File: config.mk
export PLATFORM = sky130hd
export DESIGN_NAME = ltc_ctrl
export DESIGN_NICKNAME = d
export VERILOG_FILES = /design/src/core/ltc_pkg.sv /design/src/core/ltc_fifo_if.sv /design/src/core/ltc_ctrl.sv /design/src/core/ltc_fifo.sv
export VERILOG_INCLUDE_DIRS = /design/src /design/src/core
export SDC_FILE = /design/constraint.sdc
export NUM_CORES = 1
export LEC_CHECK = 0
export BUFFER_PORTS_ARGS = -buffer_cell sky130_fd_sc_hd__buf_4
export CAP_MARGIN = 20
export CORE_MARGIN = 8
export CORE_UTILIZATION = 50
export CTS_CLUSTER_DIAMETER = 150
export DETAILED_ROUTE_END_ITERATION = 10
export GPL_ROUTABILITY_DRIVEN = 0
export PLACE_DENSITY = 0.76
export SLEW_MARGIN = 20
export SYNTH_ARGS = -nofsm -noshare
export SYNTH_HDL_FRONTEND = slang
export SYNTH_SLANG_ARGS = --single-unit
File: constraint.sdc
create_clock -name clk -period 3.4 [get_ports clk]
set_input_delay 0.68 -clock clk [delete_from_list [all_inputs] [get_ports clk]]
set_output_delay 0.68 -clock clk [all_outputs]
set_load 0.01 [all_outputs]
File: src/core/ltc_params.svh
// Functional notes
// [RL1] Device drives bus low while transmit data low, when transmitter enabled.
// [RL2] Device forces transmit data to one while regulator below about 1.8V.
// [RL3] Overtemperature with transmit data low shuts driver until cooled.
// [RL4] Receive data output follows the bus level continuously.
// [RL5] Select/wake is pulled low; transmitter only enabled while it is high.
// [RL6] Select/wake low at battery power-up leaves device in Ready mode.
// [RL7] Select/wake high at power-up goes to Operation or Transmitter-Off.
// [RL8] Controller may release select/wake so an external source can wake.
// [RL9] Fault/enable low disables the driver; regulator keeps running.
// [RL10] Device reports transmit/bus mismatch on fault/enable, debounced.
// [RL11] Fault indication valid only about 25 us after transmit falling edge.
// [RL12] Fault/enable pulled low on bus short or thermal excursion.
// [RL13] Fault/enable pulled low while regulator output is out of range.
// [RL14] Fault only when transmit low while bus stays high.
// [RL15] Controller driving fault/enable low commands transmitter off.
// [RL16] Controller samples fault/enable at intervals shorter than 10 us; the controller samples every 1000 cycles, which is 10 us.
// [RL17] Reset output released while supply valid, pulled low on undervoltage.
// [RL18] Reset output asserted on entering Power-Down mode.
// [RL19] After battery brown-out regulator stays off until battery above 5.75V.
// [RL20] Battery monitor disabled in Power-Down mode.
// [RL21] Overtemperature shuts regulator in given data states until cooled.
// [RL22] Regulator below 3.5V on overload: off, wait 3 ms, retry.
// [RL23] At power-on Ready mode entered once battery exceeds 5.75V.
// [RL24] Operation goes Transmitter-Off on fault/enable low, Power-Down on wake low.
// [RL25] Transmitter-Off returns to Operation on enable high, Power-Down on wake low.
// [RL26] Power-Down wakes to Ready on bus fall, further on select/wake high.
// [RL27] Mismatch debounce is a counter qualifying a persistent mismatch.
`ifndef LTC_PARAMS_SVH
`define LTC_PARAMS_SVH
`define LTC_CLK_MHZ         100
`define LTC_FAULT_VALID_US  25
`define LTC_FAULT_VALID_CYC (`LTC_FAULT_VALID_US * `LTC_CLK_MHZ)
`define LTC_SAMPLE_US       10
`define LTC_SAMPLE_CYC      (`LTC_SAMPLE_US * `LTC_CLK_MHZ - 1)
`define LTC_FIFO_DEPTH      16
`define LTC_FIFO_WIDTH      2
`define LTC_EV_FAULT        2'h1
`define LTC_EV_RESET        2'h2
`define LTC_EV_WAKE         2'h3
`endif

File: src/core/ltc_pkg.sv
package ltc_pkg;
	typedef enum logic [2:0] {
		LTC_IDLE    = 3'b000,
		LTC_WAKE    = 3'b001,
		LTC_OPER    = 3'b010,
		LTC_TRANSMITTER_OFF_MODE   = 3'b011,
		LTC_SLEEP   = 3'b100
	} ltc_state_t;
endpackage

File: src/core/ltc_fifo_if.sv
`timescale 1ns/100ps
interface ltc_fifo_if #(parameter int W = 2);
	logic         in_valid;
	logic         in_ready;
	logic [W-1:0] in_data;
	logic         out_valid;
	logic         out_ready;
	logic [W-1:0] out_data;
	modport fifo (input in_valid, in_data, out_ready, output in_ready, out_valid, out_data);
	modport user (output in_valid, in_data, out_ready, input in_ready, out_valid, out_data);
endinterface

File: src/core/ltc_ctrl.sv
`timescale 1ns/100ps
`include "ltc_params.svh"
module ltc_ctrl
	import ltc_pkg::*;
(
	input  wire logic       clk,
	input  wire logic       resetn,
	// User side
	input  wire logic       user_enable,
	input  wire logic       user_tx_on,
	input  wire logic       user_sleep,
	input  wire logic       user_wake_release,
	input  wire logic       user_tx_valid,
	input  wire logic       user_tx_bit,
	output logic            user_tx_ready,
	output logic            user_rx_bit,
	output logic            user_fault,
	output logic            user_dev_reset,
	output logic [2:0]      user_state,
	output logic            ev_valid,
	output logic [1:0]      ev_code,
	input  wire logic       ev_ready,
	// Device pins
	output logic            transmit_data,
	input  wire logic       receive_data,
	output logic            select_wake_o,
	output logic            select_wake_oe,
	input  wire logic       select_wake_i,
	output logic            fault_tx_enable_o,
	output logic            fault_tx_enable_oe,
	input  wire logic       fault_tx_enable_i,
	input  wire logic       reset_n_i
);
	ltc_state_t  state;
	ltc_state_t  next_state;
	logic [11:0] valid_cnt;
	logic [9:0]  sample_cnt;
	logic        sample_en;
	logic        fault_smp;
	logic        reset_q;
	logic        fault_q;
	logic        wake_q;
	logic        ev_push;
	logic [1:0]  ev_data;
	logic        ev_full;

	ltc_fifo_if #(.W(`LTC_FIFO_WIDTH)) evq ();

	// ************************************
	// Event queue toward the user
	// ************************************
	ltc_fifo #(.WIDTH(`LTC_FIFO_WIDTH), .DEPTH(`LTC_FIFO_DEPTH)) u_fifo (
		.clk    (clk),
		.resetn (resetn),
		.f      (evq)
	);
	assign evq.in_valid  = ev_push;
	assign evq.in_data   = ev_data;
	assign evq.out_ready = ev_ready || !ev_valid;
	assign ev_full       = !evq.in_ready;

	// Output stage of event queue
	always_ff @(posedge clk or negedge resetn) begin
		if (!resetn) begin
			ev_valid <= 1'b0;
			ev_code  <= 2'h0;
		end else if (ev_ready || !ev_valid) begin
			ev_valid <= evq.out_valid;
			ev_code  <= evq.out_data;
		end
	end

	// ************************************
	// Mode sequencing
	// ************************************
	always_comb begin
		next_state = state;
		case (state)
			LTC_IDLE:  if (user_enable) next_state = LTC_WAKE;
			LTC_WAKE:  if (reset_n_i) next_state = user_tx_on ? LTC_OPER : LTC_TRANSMITTER_OFF_MODE; // see [RL7]
			LTC_OPER:  begin
				if (user_sleep) next_state = LTC_SLEEP;                     // see [RL24]
				else if (!user_tx_on || fault_q) next_state = LTC_TRANSMITTER_OFF_MODE;   // see [RL24]
			end
			LTC_TRANSMITTER_OFF_MODE: begin
				if (user_sleep) next_state = LTC_SLEEP;                     // see [RL25]
				else if (user_tx_on && !fault_q) next_state = LTC_OPER;    // see [RL25]
			end
			LTC_SLEEP: if (!user_sleep || wake_q) next_state = LTC_WAKE;  // see [RL26]
			default:   next_state = LTC_IDLE;
		endcase
	end

	// State register
	always_ff @(posedge clk or negedge resetn) begin
		if (!resetn) begin
			state <= LTC_IDLE;
		end else if (!user_enable) begin
			state <= LTC_IDLE;
		end else begin
			state <= next_state;
		end
	end

	// Pin drive: wake line driven high when active, released for local wake
	always_ff @(posedge clk or negedge resetn) begin
		if (!resetn) begin
			select_wake_o      <= 1'b0;
			select_wake_oe     <= 1'b1;
			fault_tx_enable_o  <= 1'b0;
			fault_tx_enable_oe <= 1'b0;
		end else begin
			select_wake_o      <= (next_state != LTC_SLEEP) && (next_state != LTC_IDLE); // see [RL5]
			select_wake_oe     <= !((next_state == LTC_SLEEP) && user_wake_release);   // see [RL8]
			fault_tx_enable_o  <= 1'b0;
			fault_tx_enable_oe <= !user_tx_on;                                         // see [RL15]
		end
	end

	// Transmit data: recessive unless operating and user sends
	always_ff @(posedge clk or negedge resetn) begin
		if (!resetn) begin
			transmit_data <= 1'b1;
		end else if (state == LTC_OPER && user_tx_valid) begin
			transmit_data <= user_tx_bit;                                          // see [RL1]
		end else begin
			transmit_data <= 1'b1;
		end
	end
	assign user_tx_ready = 1'b1;

	// ************************************
	// Fault sampling
	// ************************************
	always_ff @(posedge clk or negedge resetn) begin
		if (!resetn) begin
			sample_cnt <= 10'h000;
		end else if (sample_en) begin
			sample_cnt <= 10'h000;
		end else begin
			sample_cnt <= sample_cnt + 10'h001;
		end
	end
	assign sample_en = (sample_cnt == 10'(`LTC_SAMPLE_CYC));                // see [RL16]

	// Blanking after transmit falling edge
	always_ff @(posedge clk or negedge resetn) begin
		if (!resetn) begin
			valid_cnt <= 12'h000;
		end else if (transmit_data && !(state == LTC_OPER && user_tx_valid && !user_tx_bit)) begin
			valid_cnt <= 12'h000;
		end else if (valid_cnt != 12'(`LTC_FAULT_VALID_CYC)) begin
			valid_cnt <= valid_cnt + 12'h001;                                  // see [RL11]
		end
	end

	// Fault qualified only when not self-driven and after blanking
	assign fault_smp = !fault_tx_enable_i && user_tx_on &&
		(transmit_data || valid_cnt == 12'(`LTC_FAULT_VALID_CYC));        // see [RL11]

	always_ff @(posedge clk or negedge resetn) begin
		if (!resetn) begin
			fault_q <= 1'b0;
		end else if (sample_en) begin
			fault_q <= fault_smp;                                            // see [RL16]
		end
	end

	// Reset and wake observation
	always_ff @(posedge clk or negedge resetn) begin
		if (!resetn) begin
			reset_q <= 1'b0;
			wake_q  <= 1'b0;
		end else begin
			reset_q <= !reset_n_i;                                           // see [RL17]
			wake_q  <= (state == LTC_SLEEP) && (select_wake_i || !receive_data); // see [RL26]
		end
	end

	// Event generation on rising edges of conditions
	always_comb begin
		ev_push = 1'b0;
		ev_data = 2'h0;
		if (sample_en && fault_smp && !fault_q) begin
			ev_push = 1'b1;
			ev_data = `LTC_EV_FAULT;
		end else if (!reset_n_i && !reset_q) begin
			ev_push = 1'b1;
			ev_data = `LTC_EV_RESET;
		end else if (next_state == LTC_WAKE && state == LTC_SLEEP) begin
			ev_push = 1'b1;
			ev_data = `LTC_EV_WAKE;
		end
	end

	// Status outputs
	always_ff @(posedge clk or negedge resetn) begin
		if (!resetn) begin
			user_rx_bit    <= 1'b1;
			user_fault     <= 1'b0;
			user_dev_reset <= 1'b1;
			user_state     <= 3'h0;
		end else begin
			user_rx_bit    <= receive_data;                                  // see [RL4]
			user_fault     <= fault_q || ev_full;
			user_dev_reset <= !reset_n_i;                                    // see [RL18]
			user_state     <= state;
		end
	end
endmodule

File: src/core/ltc_fifo.sv
`timescale 1ns/100ps
module ltc_fifo
	import ltc_pkg::*;
#(
	parameter int WIDTH = 2,
	parameter int DEPTH = 16
) (
	input  wire logic clk,
	input  wire logic resetn,
	ltc_fifo_if.fifo  f
);
	localparam int AW = $clog2(DEPTH);
	logic [WIDTH-1:0] mem [DEPTH];
	logic [AW:0]      wr_ptr;
	logic [AW:0]      rd_ptr;
	logic             full;
	logic             empty;
	logic             do_wr;
	logic             do_rd;

	// Pointer compare with wrap bit
	assign full        = (wr_ptr[AW] != rd_ptr[AW]) && (wr_ptr[AW-1:0] == rd_ptr[AW-1:0]);
	assign empty       = (wr_ptr == rd_ptr);
	assign f.in_ready  = !full;
	assign do_wr       = f.in_valid && !full;
	assign do_rd       = f.out_ready && f.out_valid;

	// Storage write
	always_ff @(posedge clk) begin
		if (do_wr) begin
			mem[wr_ptr[AW-1:0]] <= f.in_data;
		end
	end

	// Write pointer
	always_ff @(posedge clk or negedge resetn) begin
		if (!resetn) begin
			wr_ptr <= '0;
		end else if (do_wr) begin
			wr_ptr <= wr_ptr + 1'b1;
		end
	end

	// Registered read stage
	always_ff @(posedge clk or negedge resetn) begin
		if (!resetn) begin
			rd_ptr      <= '0;
			f.out_valid <= 1'b0;
			f.out_data  <= '0;
		end else if (!f.out_valid || f.out_ready) begin
			f.out_valid <= !empty;
			if (!empty) begin
				f.out_data <= mem[rd_ptr[AW-1:0]];
				rd_ptr     <= rd_ptr + 1'b1;
			end
		end
	end
endmodule

==> results.md <==
* Outcome: complete, no violations
* Initial DRT Pass Iterations at 4
* Final setup vio count at 0
* Final hold violation count at 0
* H-tree depth at 3
* Synth top area cells: dfrtp_1 32%, edfxtp_1 25%, mux4_2 4.7%, nor2_1 3.3%, xor2_1 3.2%
* Initial antenna violation count at 0
* Global Route Usage Sum at 0.134
* Post-Place Cells at 430
* Vert. Die Dim at 104 um
* Leakage Power at about 1.8 nW
* Sequential share of the synthesized area at 0.601
* Clk sinks at 86
* Cells after Synth at slightly above 300
* Slowest-stage cell, CP: or4b_4
* Wire length per cell at 15.5 um
* Predominant post-synthesis flop cell: dfrtp_1
* Share of the synthesized area in the top cell type at 0.324
* Share of cells above drive strength 1 at 0.209
* Largest net degree at the start of global routing at 55
* Effective utilization at floorplan at 0.507
* M1 WL at 3110 um
* Syn avg cell area at 12.5 um2
* Uppermost layer routed: met4
* Rel. slew slack at 0.553
* Horiz. Die Dim at slightly above 100 um
* CORE AREA at between 7000 and 8000 um2
* Post-synth top area cell: dfrtp_1
* Hold crit path type: in2async
* CP Cell Sequence: nor4b_2 -> a31oi_1 -> or4b_4 -> a21oi_4 -> and3_1
* Max Clk Rate at between 0.3 and 0.4 GHz
* Clock transition at the registers of the reported paths at 0.09 ns
* EDFF count, synth at 32
* Post-route setup TNS at 0 ns
* Detail Placement HPWL at 4750 um
* Syn Nets at 330
* Hold buffers post-CTS at 0
* Gr ovfl total at 0
* Vias in the first global route at 2,457
* WL final at 6900 um
* Via count of the routed design at 2,388
* Std-Cell Rows at 32
* Iter 0 DRT Violations at 122
* Post-synthesis cell area at about 3900 um2
* Max rail drop VDD at around 0.3 mV
* #FFs+latches synth at 86
* Synth top cells by count: 50 x dfrtp_1, 34 x nor2_1, 32 x edfxtp_1
* Async set-reset flop share out of synthesis at 0.628
* Drt drc at 0
* Tmin final at ~2.6 ns
* Routed met3 length at 343 um
* Slew @ Worst Pin at 0.666 ns
* Tot Pwr at 2.76 mW
* CTS Buf Count at 9
* Distinct cell type count of the synthesized netlist at 48
* Die area at roughly 11,000 um2
* Period utilization at 0.760
* WP data required at 3.46 ns
* Clock Latency Late Sink at 0.36 ns
* Critical path arrival at 2.64 ns
* CTS root buf: clkbuf_8
* Util after Layout at 0.574
* Area delta synth->final at 13.1%
* Non-Filler Instances at 446
* Post_cts resized at 0
* CTS tree: built
* Top fanout value on the critical path at 14
* Setup CP Type: reg2reg
* Crit. End Element: flip-flop
* Worst path max stage delay at 0.58 ns
* Wire length of the first global-routing pass at roughly 12,000 um
* Via/cell ratio at around 5.4
* Met2 wire length at 3350 um
* Worst-case clock buffer depth at 2
* # nets final at 360
* Max_cap viols at 0
* Post-route clock skew at 0.0168 ns
* Top Ports at 28
* Port Buffers at 25
* Placed cell area at 4140 um2
* Antenna cells at 0
* Final ANT Viol Nets at 0
* Warnings from Yosys at 0
* Slew Limit Fails at 0
* Top-count cell post-synth: dfrtp_1
* RSZ-0062 raised after global routing: no
* Post-route cell area at 4360 um2
* Pwr dens at 633 nW/um2
* Post-CTS setup buffers at 0
* CP Launch Type: flip-flop
[layer usage]
layer / vias to the layer above / global-route usage
met5: - / 0
met3: 13 / 0.0390
met2: 53 / 0.207
met4: 0 / 0.0620
met1: 1177 / 0.171
li1: 1145 / -
[critical path, delay by kind of cell (launching register included)]
kind / cells / cell delay, ns
and+or+nand+nor: 3 / 1.27
DFF: 1 / 0.45
AOI/OAI and AO/OA: 2 / 0.56
[registers in the layout, summed over array words and instances (netlist names), 3 cells and up]
name           count
sample_cnt        10
state              3
u_fifo.mem        32
u_fifo.rd_ptr      5
u_fifo.wr_ptr      5
user_state         3
valid_cnt         12
[cells by family after synthesis]
kind of cell	after synthesis	share of synthesized area
DFF	86	0.601
AOI/OAI and AO/OA	36	0.0626
adders and majority gates	8	0.0260
and+or+nand+nor	115	0.156
buffers and inverters	20	0.0237
other	2	0.00195
muxes	17	0.0724
xor gates and xnor gates	25	0.0568
[placed cells by master (no fill, tap or decap), drive strengths merged, types with 3 or more instances in the layout]
master   n
a211oi   3
a21oi    9
and2     6
and3    14
buf     28
clkbuf  12
dfrtp   50
dfstp    4
edfxtp  32
ha       8
inv     12
mux2     7
mux4     8
nand2   23
nand2b   3
nand3   12
nor2    34
nor2b    7
nor3     3
o21ai   14
xnor2   11
xor2    14
[layout make-up]
cell class,count,area (um2)
fillers,623,3240
flip-flops and latches,86,2320
multi-input cells,203,1450
repair buffers,28,210
clock buffers,12,166
well taps,102,128
clock inverters,4,52.6
inverters,11,41.3
[per-stage QoR]
| stage | hold WS, ns | setup WS [ns] |
|---|---|---|
| 6_report | 0.348 | 0.816 |
| 5_1_grt | 0.404 | 0.687 |
| 3_3_place_gp | 0.444 | 0.996 |
| 3_5_place_dp | 0.458 | 0.851 |
| 4_1_cts | 0.363 | 0.818 |
| 2_1_floorplan | 0.352 | 1.20 |
[final timing paths]
check	start	end	slack [ns]	depth (start not counted)
max	valid_cnt[3]$_DFFE_PN0P_	u_fifo.mem[6][1]$_DFFE_PP_	0.82	5
min	resetn	valid_cnt[8]$_DFFE_PN0P_	0.35	1
max reg2reg	valid_cnt[3]$_DFFE_PN0P_	u_fifo.mem[6][1]$_DFFE_PP_	0.82	5
min reg2reg	u_fifo.f.out_valid$_DFFE_PN0N_	ev_valid$_DFFE_PN0P_	0.46	1
max in group asynchronous	resetn	u_fifo.wr_ptr[0]$_DFFE_PN0P_	2.60	1
min in group clk	receive_data	user_rx_bit$_DFF_PN1_	0.44	1
[power breakdown]
part	internal, mW	switching [mW]
logic	0.334	0.319
registers	1.20	0.142
clock network	0.408	0.361
(Power assumes the default switching activity.)
